**src/rtl/iord_pkg.sv**
```systemverilog
package iord_pkg;
   localparam int IORD_NREG = 64;
   localparam logic [7:0] IORD_DATA_OFS = 8'h20;
   localparam logic [7:0] IORD_EXT_LO = 8'h60;
   localparam logic [5:0] IORD_BIT_LIMIT = 6'h1f;
   localparam logic [7:0] IORD_RESET_VAL = 8'h00;
   localparam logic [5:0] IORD_A_PIN_A = 6'h00;
   localparam logic [5:0] IORD_A_PIN_B = 6'h03;
   localparam logic [5:0] IORD_A_PIN_C = 6'h06;
   localparam logic [5:0] IORD_A_PIN_D = 6'h09;
   localparam logic [5:0] IORD_A_TMR0_FLG = 6'h15;
   localparam logic [5:0] IORD_A_TMR1_FLG = 6'h16;
   localparam logic [5:0] IORD_A_TMR2_FLG = 6'h17;
   localparam logic [5:0] IORD_A_TMR3_FLG = 6'h18;
   localparam logic [5:0] IORD_A_PCH_FLG = 6'h1b;
   localparam logic [5:0] IORD_A_EXT_FLG = 6'h1c;
   // implemented-bit mask per location; zero marks reserved
   localparam logic [63:0][7:0] IORD_IMPL = '{
      6'h00: 8'hff, 6'h01: 8'hff, 6'h02: 8'hff, 6'h03: 8'hff, 6'h04: 8'hff,
      6'h05: 8'hff, 6'h06: 8'hff, 6'h07: 8'hff, 6'h08: 8'hff, 6'h09: 8'hff,
      6'h0a: 8'hff, 6'h0b: 8'hff, 6'h15: 8'h07, 6'h16: 8'h27, 6'h17: 8'h07,
      6'h18: 8'h27, 6'h1b: 8'h0f, 6'h1c: 8'h07, 6'h1d: 8'h07, 6'h1e: 8'hff,
      6'h1f: 8'h3f, 6'h20: 8'hff, 6'h21: 8'hff, 6'h22: 8'hff, 6'h23: 8'h83,
      6'h24: 8'hf3, 6'h25: 8'hcf, 6'h26: 8'hff, 6'h27: 8'hff, 6'h28: 8'hff,
      6'h2a: 8'hff, 6'h2b: 8'hff, 6'h2c: 8'hff, 6'h2d: 8'hc1, 6'h2e: 8'hff,
      6'h30: 8'hff, 6'h31: 8'hff, 6'h33: 8'h0f, 6'h34: 8'h1f,
      default: 8'h00};
   typedef enum logic [2:0] {
      IORD_OP_NONE, IORD_OP_IO_RD, IORD_OP_IO_WR, IORD_OP_SET_BIT,
      IORD_OP_CLR_BIT, IORD_OP_TEST_BIT, IORD_OP_DATA_LD, IORD_OP_DATA_ST
   } iord_op_e;
   typedef struct packed {
      iord_op_e op;
      logic [7:0] addr;
      logic [2:0] bit_sel;
      logic [7:0] wdata;
   } iord_req_s;
   typedef struct packed {
      logic valid;
      logic [7:0] rdata;
      logic bit_val;
      logic reject;
      logic ext_sel;
   } iord_rsp_s;
endpackage

```
**src/rtl/iord_decoder.sv**
```systemverilog
`timescale 1ns/1ps
`default_nettype none
module iord_decoder
   import iord_pkg::*;
(
   input wire logic clk,
   input wire logic resetn,
   input wire iord_req_s req,
   output iord_rsp_s rsp,
   output logic [7:0] ext_addr,
   output logic ext_wr,
   output logic [7:0] ext_wdata,
   input wire logic [7:0] ext_rdata,
   input wire logic [31:0] pin_levels,
   input wire logic [511:0] flag_set,
   output logic [63:0][7:0] reg_out
);
   logic rst_m_q, rst_q;
   always_ff @(posedge clk or negedge resetn) begin
      if (!resetn) begin
         rst_m_q <= 1'b0;
         rst_q <= 1'b0;
      end else begin
         rst_m_q <= 1'b1;
         rst_q <= rst_m_q;
      end
   end

   // pin sampling, three stages, change taken when stages two and three agree
   logic [31:0] pin1_q, pin2_q, pin3_q, pin_st_q, pin_st_d;
   always_comb begin
      pin_st_d = pin_st_q;
      for (int i = 0; i < 32; i++) begin
         if (pin2_q[i] == pin3_q[i]) begin
            pin_st_d[i] = pin3_q[i];
         end
      end
   end
   always_ff @(posedge clk or negedge rst_q) begin
      if (!rst_q) begin
         pin1_q <= '0;
         pin2_q <= '0;
         pin3_q <= '0;
         pin_st_q <= '0;
      end else begin
         pin1_q <= pin_levels;
         pin2_q <= pin1_q;
         pin3_q <= pin2_q;
         pin_st_q <= pin_st_d;
      end
   end

   function automatic logic is_flag_reg(input logic [5:0] a);
      return a == IORD_A_TMR0_FLG || a == IORD_A_TMR1_FLG || a == IORD_A_TMR2_FLG ||
             a == IORD_A_TMR3_FLG || a == IORD_A_PCH_FLG || a == IORD_A_EXT_FLG;
   endfunction
   function automatic logic is_pin_reg(input logic [5:0] a);
      return a == IORD_A_PIN_A || a == IORD_A_PIN_B || a == IORD_A_PIN_C ||
             a == IORD_A_PIN_D;
   endfunction

   // address decode
   logic sel_io, sel_wr, sel_bit, sel_rd, sel_ext, rej;
   logic [5:0] idx;
   logic [7:0] cur, wval;
   always_comb begin
      sel_io = 1'b0;
      sel_wr = 1'b0;
      sel_bit = 1'b0;
      sel_rd = 1'b0;
      sel_ext = 1'b0;
      rej = 1'b0;
      idx = req.addr[5:0];
      unique case (req.op)
         IORD_OP_NONE: ;
         IORD_OP_IO_RD, IORD_OP_IO_WR: begin
            rej = req.addr[7:6] != 2'b00;
            sel_io = !rej;
            sel_wr = !rej && req.op == IORD_OP_IO_WR;
            sel_rd = !rej && req.op == IORD_OP_IO_RD;
         end
         IORD_OP_SET_BIT, IORD_OP_CLR_BIT, IORD_OP_TEST_BIT: begin
            rej = req.addr > {2'b00, IORD_BIT_LIMIT};
            sel_io = !rej;
            sel_bit = !rej;
            sel_wr = !rej && req.op != IORD_OP_TEST_BIT;
         end
         IORD_OP_DATA_LD, IORD_OP_DATA_ST: begin
            if (req.addr >= IORD_EXT_LO) begin
               sel_ext = 1'b1;
            end else if (req.addr >= IORD_DATA_OFS) begin
               idx = 6'(req.addr - IORD_DATA_OFS);
               sel_io = 1'b1;
               sel_wr = req.op == IORD_OP_DATA_ST;
               sel_rd = req.op == IORD_OP_DATA_LD;
            end else begin
               rej = 1'b1;
            end
         end
         default: rej = 1'b1;
      endcase
   end

   logic [63:0][7:0] regs_q, regs_d;
   always_comb begin
      cur = regs_q[idx];
      wval = req.wdata;
      if (sel_bit) begin
         wval = cur;
         wval[req.bit_sel] = req.op == IORD_OP_SET_BIT;
      end
   end

   genvar g;
   generate
      for (g = 0; g < IORD_NREG; g++) begin : g_reg
         localparam logic [5:0] A = 6'(g);
         always_comb begin
            regs_d[g] = regs_q[g];
            if (is_pin_reg(A)) begin
               // index folded into range; only pin locations reach this branch
               regs_d[g] = pin_st_q[8*((g/3)%4) +: 8];
            end else if (is_flag_reg(A)) begin
               // set beats clear in the same cycle
               if (sel_wr && idx == A) begin
                  regs_d[g] = regs_q[g] & ~wval;
               end
               regs_d[g] = (regs_d[g] | flag_set[g*8 +: 8]) & IORD_IMPL[g];
            end else if (sel_wr && idx == A) begin
               regs_d[g] = wval & IORD_IMPL[g];
            end
         end
      end
   endgenerate

   iord_rsp_s rsp_d;
   always_comb begin
      rsp_d = '0;
      rsp_d.valid = req.op != IORD_OP_NONE;
      rsp_d.reject = rej;
      rsp_d.ext_sel = sel_ext;
      if (sel_ext) begin
         rsp_d.rdata = ext_rdata;
      end else if (sel_rd) begin
         rsp_d.rdata = cur & IORD_IMPL[idx];
      end
      if (sel_bit) begin
         rsp_d.bit_val = cur[req.bit_sel];
      end
   end

   always_ff @(posedge clk or negedge rst_q) begin
      if (!rst_q) begin
         regs_q <= '{default: IORD_RESET_VAL};
         rsp <= '0;
      end else begin
         regs_q <= regs_d;
         rsp <= rsp_d;
      end
   end

   assign ext_addr = req.addr;
   assign ext_wr = sel_ext && req.op == IORD_OP_DATA_ST;
   assign ext_wdata = req.wdata;
   assign reg_out = regs_q;

   a_bit_range: assert property (@(posedge clk) disable iff (!rst_q)
      (req.op inside {IORD_OP_SET_BIT, IORD_OP_CLR_BIT} && req.addr > 8'h1f)
      |=> rsp.reject && $stable(regs_q))
      else $error("bit op outside low range accepted");
   a_w1c_clear: assert property (@(posedge clk) disable iff (!rst_q)
      (req.op == IORD_OP_IO_WR && req.addr == 8'h15 && flag_set[8'h15*8 +: 8] == 8'h00)
      |=> regs_q[6'h15] == ($past(regs_q[6'h15]) & ~$past(req.wdata)))
      else $error("flag clear wrong");
   a_set_wins: assert property (@(posedge clk) disable iff (!rst_q)
      flag_set[8'h1c*8] |=> regs_q[6'h1c][0])
      else $error("flag set lost");
   a_bitop_flags: assert property (@(posedge clk) disable iff (!rst_q)
      (req.op == IORD_OP_SET_BIT && req.addr == 8'h16 && flag_set[8'h16*8 +: 8] == 8'h00)
      |=> regs_q[6'h16] == 8'h00)
      else $error("bit op did not clear flags");
   a_bit_test: assert property (@(posedge clk) disable iff (!rst_q)
      (req.op == IORD_OP_TEST_BIT && req.addr <= 8'h1f)
      |=> rsp.bit_val == $past(regs_q[req.addr[5:0]][req.bit_sel]))
      else $error("bit test value wrong");
   a_resv_stay: assert property (@(posedge clk) disable iff (!rst_q)
      regs_q[6'h0c] == 8'h00)
      else $error("reserved location holds data");
   a_short_noext: assert property (@(posedge clk) disable iff (!rst_q)
      (req.op inside {IORD_OP_IO_WR, IORD_OP_SET_BIT, IORD_OP_CLR_BIT}) |-> !ext_wr)
      else $error("short op reached extended region");
   a_resp_valid: assert property (@(posedge clk) disable iff (!rst_q)
      (req.op != IORD_OP_NONE) |=> rsp.valid)
      else $error("response valid missing");
   a_io_range: assert property (@(posedge clk) disable iff (!rst_q)
      (req.op == IORD_OP_IO_WR && req.addr[7:6] != 2'b00) |=> rsp.reject)
      else $error("short op beyond 64 accepted");
   a_data_alias: assert property (@(posedge clk) disable iff (!rst_q)
      (req.op == IORD_OP_DATA_ST && req.addr == 8'h3e) |=> regs_q[6'h1e] == $past(req.wdata))
      else $error("data view alias wrong");
   a_ext_route: assert property (@(posedge clk) disable iff (!rst_q)
      (req.op == IORD_OP_DATA_ST && req.addr >= 8'h60) |-> ext_wr ##1 $stable(regs_q))
      else $error("extended store misrouted");
   a_resv_read: assert property (@(posedge clk) disable iff (!rst_q)
      (req.op == IORD_OP_IO_RD && req.addr == 8'h0c) |=> rsp.rdata == 8'h00)
      else $error("reserved read nonzero");
endmodule
`default_nettype wire

```
**config.mk**
```make
export PLATFORM = sky130hd
export DESIGN_NAME = iord_decoder
export DESIGN_NICKNAME = d
export VERILOG_FILES = /design/src/rtl/iord_pkg.sv /design/src/rtl/iord_decoder.sv
export SDC_FILE = /design/constraint.sdc
export NUM_CORES = 1
export LEC_CHECK = 0
export ABC_AREA = 1
export BUFFER_PORTS_ARGS = -buffer_cell sky130_fd_sc_hd__buf_4
export CORE_AREA = 5 5 434 436
export DETAILED_ROUTE_END_ITERATION = 8
export DIE_AREA = 0 0 439 441
export SLEW_MARGIN = 20
export SYNTH_ARGS = -nofsm -noshare
export SYNTH_HDL_FRONTEND = slang
export SYNTH_SLANG_ARGS = --single-unit
```
**constraint.sdc**
```tcl
create_clock -name clk -period 20 [get_ports clk]
set_clock_uncertainty 0.15 [all_clocks]
set_input_delay 2 -clock clk [delete_from_list [all_inputs] [get_ports clk]]
set_output_delay 2 -clock clk [all_outputs]
set_load 0.05 [all_outputs]
```
==> results of run 1 <==
## worst max-delay path: cells and delay by family
family,cells,cell delay [ns]
AOI/OAI and AO/OA,3,0.61
buffers and inverters,4,1.98
and+or+nand+nor,9,2.28
## cell usage after synthesis (9+ instances only)
| cell | n | share of area, % |
|---|---|---|
| a21oi_1 | 35 | 0.84 |
| inv_2 | 11 | 0.20 |
| buf_4 | 254 | 9.2 |
| clkbuf_1 | 9 | 0.16 |
| nand2_1 | 632 | 11 |
| nor2_1 | 164 | 3.0 |
| dfrtp_1 | 431 | 52 |
| nand2_2 | 22 | 0.66 |
| a31oi_1 | 71 | 2.1 |
| o21ai_0 | 160 | 3.9 |
| buf_6 | 11 | 0.60 |
| o21ai_1 | 51 | 1.2 |
| nor2_2 | 13 | 0.39 |
| o211ai_1 | 13 | 0.47 |
| nor3_1 | 12 | 0.29 |
| nor2_4 | 14 | 0.76 |
| nand3_1 | 157 | 3.8 |
| maj3_1 | 32 | 1.5 |
| buf_2 | 63 | 1.5 |
| inv_1 | 227 | 4.1 |
## per-stage QoR
step                total power, mW  cell area, µm²
floorplan                      1.42           21600
global placement               1.63           25700
detailed placement             1.63           25700
CTS                            2.67           27500
global route                   2.73           27500
finish                         2.62           27500
## worst paths after layout
kind                         startpoint            to  slack [ns]  depth (start not counted)
hold / removal               pin1_q[11]    pin2_q[11]        0.20                          0
max in group asynchronous         rst_q  reg_out[260]       16.42                          3
min in group asynchronous         rst_q     pin3_q[0]        0.25                          0
setup / recovery                req[11]  reg_out[272]       13.34                         16
hold reg to reg              pin1_q[11]    pin2_q[11]        0.20                          0
setup reg to reg           reg_out[192]  reg_out[264]       15.95                         15
## logic make-up (layout without fill, tap and decap cells)
| group | Yosys count | count (layout) | share of synthesized area [%] |
|---|---|---|---|
| other | 2 | 228 | 0.0361 |
| DFF | 431 | 431 | 51.9 |
| adders and majority gates | 38 | 38 | 1.90 |
| and+or+nand+nor | 1037 | 1037 | 21.4 |
| buffers and inverters | 581 | 778 | 15.9 |
| AOI/OAI and AO/OA | 339 | 339 | 8.87 |
## power by group
part	internal, mW	leakage [nW]	total (mW)	switching [mW]
logic	0.126	7.05	0.617	0.491
clock network	0.581	0.865	1.02	0.438
registers	0.936	4.76	0.988	0.0524
## routing by layer
layer | up-vias | wire, µm
met3 | 159 | 11700
met1 | 8877 | 50300
met4 | 6 | 3780
li1 | 8048 | -
met2 | 992 | 57300
met5 | - | 33
## flip-flops by register name, indices dropped and copies added (netlist names)
name      flops
pin1_q       32
pin2_q       32
pin3_q       32
pin_st_q     32
reg_out     289
rsp          12
rst_m_q       1
rst_q         1
## final cells by class
cell class	instances	share of cell area, %
Clock buffer	69	5.26
Inverter	241	3.32
Sequential cell	431	39.3
Tap cell	2480	11.3
Multi-Input combinational cell	1638	27.5
Antenna cell	4	0.0364
Timing Repair Buffer	442	12.1
Clock inverter	26	1.26
==> out/summary.txt, run 1 <==
DR DRC count: 0
Grt met1 use: 15.3%
Worst slack, placed: 12.64 ns
Avg Synthesized Cell Area: 8.56 µm²
Hold Path Class: flop to flop
Largest net degree at the start of global routing: 80
IO buf count: 414
CTS tree: built
Synth Warn #: 0
Postcts setup bufs: 0
Vias in the first global route: 17500
Critical path cell sequence: buf_4, buf_4, buf_4, o21ai_0, a21oi_1, nor2_1, nand2_1, nand3_1, nand2_1, nor2_2, nand2_1, nand2_1, nand2_2, buf_4, nand2_1, o21ai_1
Die H: 441 µm
Die area: 194000 µm²
Global route total overflow: 0
GRT Util Overall: 12.2%
Io pins: 1117
Latest clock arrival within the worst-skew pair: 0.66 ns
GR Util met3: 3.70%
Synth async-reset ratio: 100%
WHS: 0.197 ns
Worst path arrival time: 7.06 ns
F_max: 150 MHz
Max VDD drop: 56.0 µV
Number of synthesized flops with an enable pin: 0
Chip width: 439 µm
Slew Limit Headroom: 25.5%
GP Congestion: 0.820
Post-DP HPWL: 98.5 mm
Detailed Route Iter0 Violations: 1516
Mapped cell area: 20800 µm²
Final setup viols: 0
Dpl cells: 5232
RSZ-0062 raised after global routing: no
Commonest non-fill, non-tap cell in the layout: nand2_1
Quantity of hold-fixing buffers added after cts: 0
CTS Root Cell: clkbuf_16
DRT Wirelength: 123 mm
Worst slew pin tran: 1.11 ns
CTS-repair resized insts: 0
Initial Utilization: 11.3%
Post-synth cell types: 36
Finished Layout Cells: 5331
Static leakage: 12.7 nW
Area of the multi-input gates: 7550 µm²
Worst setup SP type: input port
Fin crit share: 33.3%
Row count: 158
P per Cell Area: 95.5 nW/µm²
Met2 track demand over resource: 20.2%
Final Hold Fails: 0
Filler instances: 21000
Syn Inst Count: 2428
Post-layout util: 14.9%
Critical Path Sink Type: flop
CTS H-tree lvls: 2
Total CTS buffers: 52
Routed vias: 18100
Slowest stage delay, CP: 0.80 ns
Top_reg_cell synth: dfrtp_1
Area grow syn2layout: 32.2%
WL per Instance: 23.1 µm
Clk sinks: 431
First-pass GRT wire length: 160 mm
Status: complete, no violations
Setup tns final: 0 ns
Register Area: 10800 µm²
GRT busiest layer: met2
Antenna violations before repair: 20
Worst Slack Setup Final: 13.34 ns
Nets: 3388
Clock buffer depth: 3
Layout cell share with drive strength beyond 1: 21.6%
Drt first pass iters: 8
CP max FO: 74
Tmin final: 6.66 ns
CP required: 20.39 ns
Slowest stage cell, crit path: nand2_2
Via-per-instance ratio: 3.39
Slew Viols, Final: 0
Register bit total from synthesis: 431
Sequential area share after synthesis: 51.9%
Max Cap Viol: 0
Worst setup path category: input port to flop
Remaining antenna violation count: 0
Most frequent cells in the layout: 630 x nand2_1, 441 x buf_4, 430 x dfrtp_1
Core Box Area: 184000 µm²
Most used cell along the critical path: nand2_1
Clk pin slew, worst setup/hold paths: 0.06 ns
No activity file was read; power rests on OpenSTA's default activity.
==> run 2, diff against run 1 <==
- clock period: 20 -> 6.4 ns (I/O delays scaled with it)
==> run 2 against run 1 <==
  * Core utilization grew 0.45 points
  * Flip-flop and latch count unchanged
  * Wire length up 0.54%
  * Hold slack worse by 0.14 ns
  * Count of clock-buffer cells in the layout grew 1
  * Sequential share of layout area shrank 1.2 points
  * Combinational power rose to 3.2 times the previous value
  * Highest routed layer unchanged
  * Setup slack got worse by 11 ns
  * Via count is 1.8% higher
==> out/summary.txt, run 2 (synthesis gave the netlist of run 1 again) <==
Layout cell share with drive strength beyond 1: 21.7% (+0.093 points)
Die area: 194000 µm² (unchanged)
Internal Power: 5.24 mW (+220%)
Hold Path Class: input port to flop
Worst path arrival time: 4.80 ns (-2.26 ns)
Post-route cell area: 28300 µm² (+3.0%)
Post-DP HPWL: 100 mm (+1.5%)
Total CTS buffers: 53 (+1.9%)
Latest clock arrival within the worst-skew pair: 0.65 ns (about the same)
F_max: 228 MHz
Chip width: 439 µm (unchanged)
Remaining antenna violation count: 0 (unchanged)
CTS Root Cell: clkbuf_16
Drt first pass iters: 5 (-3)
DRT Wirelength: 124 mm (+0.54%)
Tmin final: 4.38 ns
Finished Layout Cells: 5412 (+1.5%)
Setup tns final: 0 ns (unchanged)
Most used cell along the critical path: buf_4
Worst setup path category: input port to flop
Comb power frac: 23.7% (+0.2 points)
Status: complete, no violations
Static leakage: 13.1 nW (+3.0%)
Worst setup SP type: input port
Max VDD drop: 192 µV (+240%)
CP required: 6.82 ns (-13.57 ns)
Initial Utilization: 11.3% (unchanged)
Area of the multi-input gates: 7550 µm² (unchanged)
Switching share of total power: 36.9% (-0.51 points)
Quantity of hold-fixing buffers added after cts: 57 (+57)
Via-per-instance ratio: 3.40 (+0.26%)
Most frequent cells in the layout: 630 x nand2_1, 457 x buf_4, 430 x dfrtp_1
Detailed Route Iter0 Violations: 1654 (+9.1%)
Commonest non-fill, non-tap cell in the layout: nand2_1
Dpl cells: 5253 (+0.40%)
Slew Limit Headroom: 30.9% (+5.3 points)
Io pins: 1117 (unchanged)
Final setup viols: 0 (unchanged)
GP Congestion: 0.836 (+1.9%)
Grt met1 use: 15.3% (+0.032 points)
Antenna violations before repair: 21 (+5.0%)
Clk pin slew, worst setup/hold paths: 0.06 ns (about the same)
Seq pwr share: 37.3% (-0.4 points)
Vias in the first global route: 17700 (+1.0%)
Nets: 3467 (+2.3%)
Global route total overflow: 0 (unchanged)
Dpl cell area: 25900 µm² (+0.91%)
Worst slew pin tran: 1.04 ns (-0.0752 ns)
GRT Util Overall: 12.2% (+0.080 points)
GR Util met3: 3.82% (+0.11 points)
Clock buffer depth: 3 (unchanged)
Routed vias: 18400 (+1.8%)
Clk sinks: 431 (unchanged)
Register Area: 10800 µm² (unchanged)
Psw: 3.06 mW (+210%)
Max Cap Viol: 0 (unchanged)
Row count: 158 (unchanged)
Final Hold Fails: 0 (unchanged)
Filler instances: 21000 (-0.11%)
Critical path cell sequence: buf_4, inv_2, buf_4, nor2_1, inv_1, a21oi_1, nor2_1, nand3_1, nand2_1, nand4_1, nand2_2, nand2_2, buf_4, nand2_1, o21ai_0
RSZ-0062 raised after global routing: no
P per Cell Area: 293 nW/µm² (+210%)
Largest net degree at the start of global routing: 150 (+88%)
Critical Path Sink Type: flop
CTS tree: built
CP max FO: 29 (-61%)
CTS H-tree lvls: 2 (unchanged)
Fin crit share: 68.4%
Crit path buffers/inverters: 5 (+1)
Slowest stage delay, CP: 0.50 ns (-0.30 ns)
Area grow syn2layout: 36.2%
Core Box Area: 184000 µm² (unchanged)
First-pass GRT wire length: 161 mm (+0.70%)
Clock power share: 39.0% (+0.2 points)
DR DRC count: 0 (unchanged)
Met2 track demand over resource: 20.1% (-0.043 points)
Slowest stage cell, crit path: nor2_1
Slew Viols, Final: 0 (unchanged)
Largest register FFs: 289 (unchanged)
Crit-path leading delay family: buffers and inverters
Postcts setup bufs: 0 (unchanged)
WL per Instance: 22.9 µm (-0.96%)
Die H: 441 µm (unchanged)
CTS-repair resized insts: 0 (unchanged)
IO buf count: 414 (unchanged)
GRT busiest layer: met2
-- run 2: cell count changes in the layout (fill, tap and decap cells not counted), moves of 2 or more --
cell and delta:
buf_4 +16, bufinv_16 +2, inv_6 -2, clkbuf_8 -3, dlygate4sd3_1 +57, buf_12 +6
clkbuf_1 +3, clkinv_4 +2
-- run 2: final timing paths --
| check | slack [ns] | to | depth (start not counted) | startpoint |
|---|---|---|---|---|
| min reg2reg | 0.19 | pin2_q[0] | 0 | pin1_q[0] |
| min in group asynchronous | 0.17 | rst_q | 2 | resetn |
| max | 2.02 | reg_out[486] | 15 | req[13] |
| max reg2reg | 3.09 | reg_out[505] | 15 | reg_out[193] |
| max in group asynchronous | 4.37 | reg_out[485] | 1 | rst_q |
| min | 0.06 | rsp[9] | 3 | ext_rdata[6] |
-- run 2: power by group through the flow --
| stage | Combinational (mW) | Clock, mW | Sequential (mW) |
|---|---|---|---|
| 2_1_floorplan | 0.808 | 0 | 3.63 |
| 6_report | 1.97 | 3.23 | 3.10 |
| 3_3_place_gp | 1.95 | 0 | 3.15 |
| 4_1_cts | 1.99 | 3.34 | 3.10 |
| 3_5_place_dp | 1.96 | 0 | 3.15 |
| 5_1_grt | 2.08 | 3.43 | 3.12 |
-- run 2: worst min-delay path, stage by stage --
cell     delay (ns)
buf_4          0.08
nand2_1        0.04
nand2_1        0.05
-- run 2: per-stage QoR --
stage	utilization, %	hold WS [ns]	total power, mW	setup slack (ns)
6_report	15.4	0.0555	8.30	2.02
5_1_grt	15.4	0.0231	8.63	1.95
4_1_cts	15.4	0.000296	8.44	2.13
3_5_place_dp	14.1	0.185	5.11	1.41
3_3_place_gp	14.1	0.182	5.10	1.42
2_1_floorplan	-	0.181	4.44	2.03
-- run 2: metal layers --
layer	vias to the layer above	wire (µm)
li1	8198	-
met1	9016	50000
met2	1015	57500
met3	164	12000
met4	12	4180
met5	-	75
-- run 2: layout make-up --
| class | instances | share of cell area [%] |
|---|---|---|
| antenna | 5 | 0.0442 |
| clock buffer | 70 | 5.09 |
| clock inverter | 27 | 1.35 |
| inverter | 241 | 3.22 |
| multi-input combinational | 1638 | 26.7 |
| sequential | 431 | 38.1 |
| tap | 2480 | 11.0 |
| timing repair buffer | 520 | 14.6 |
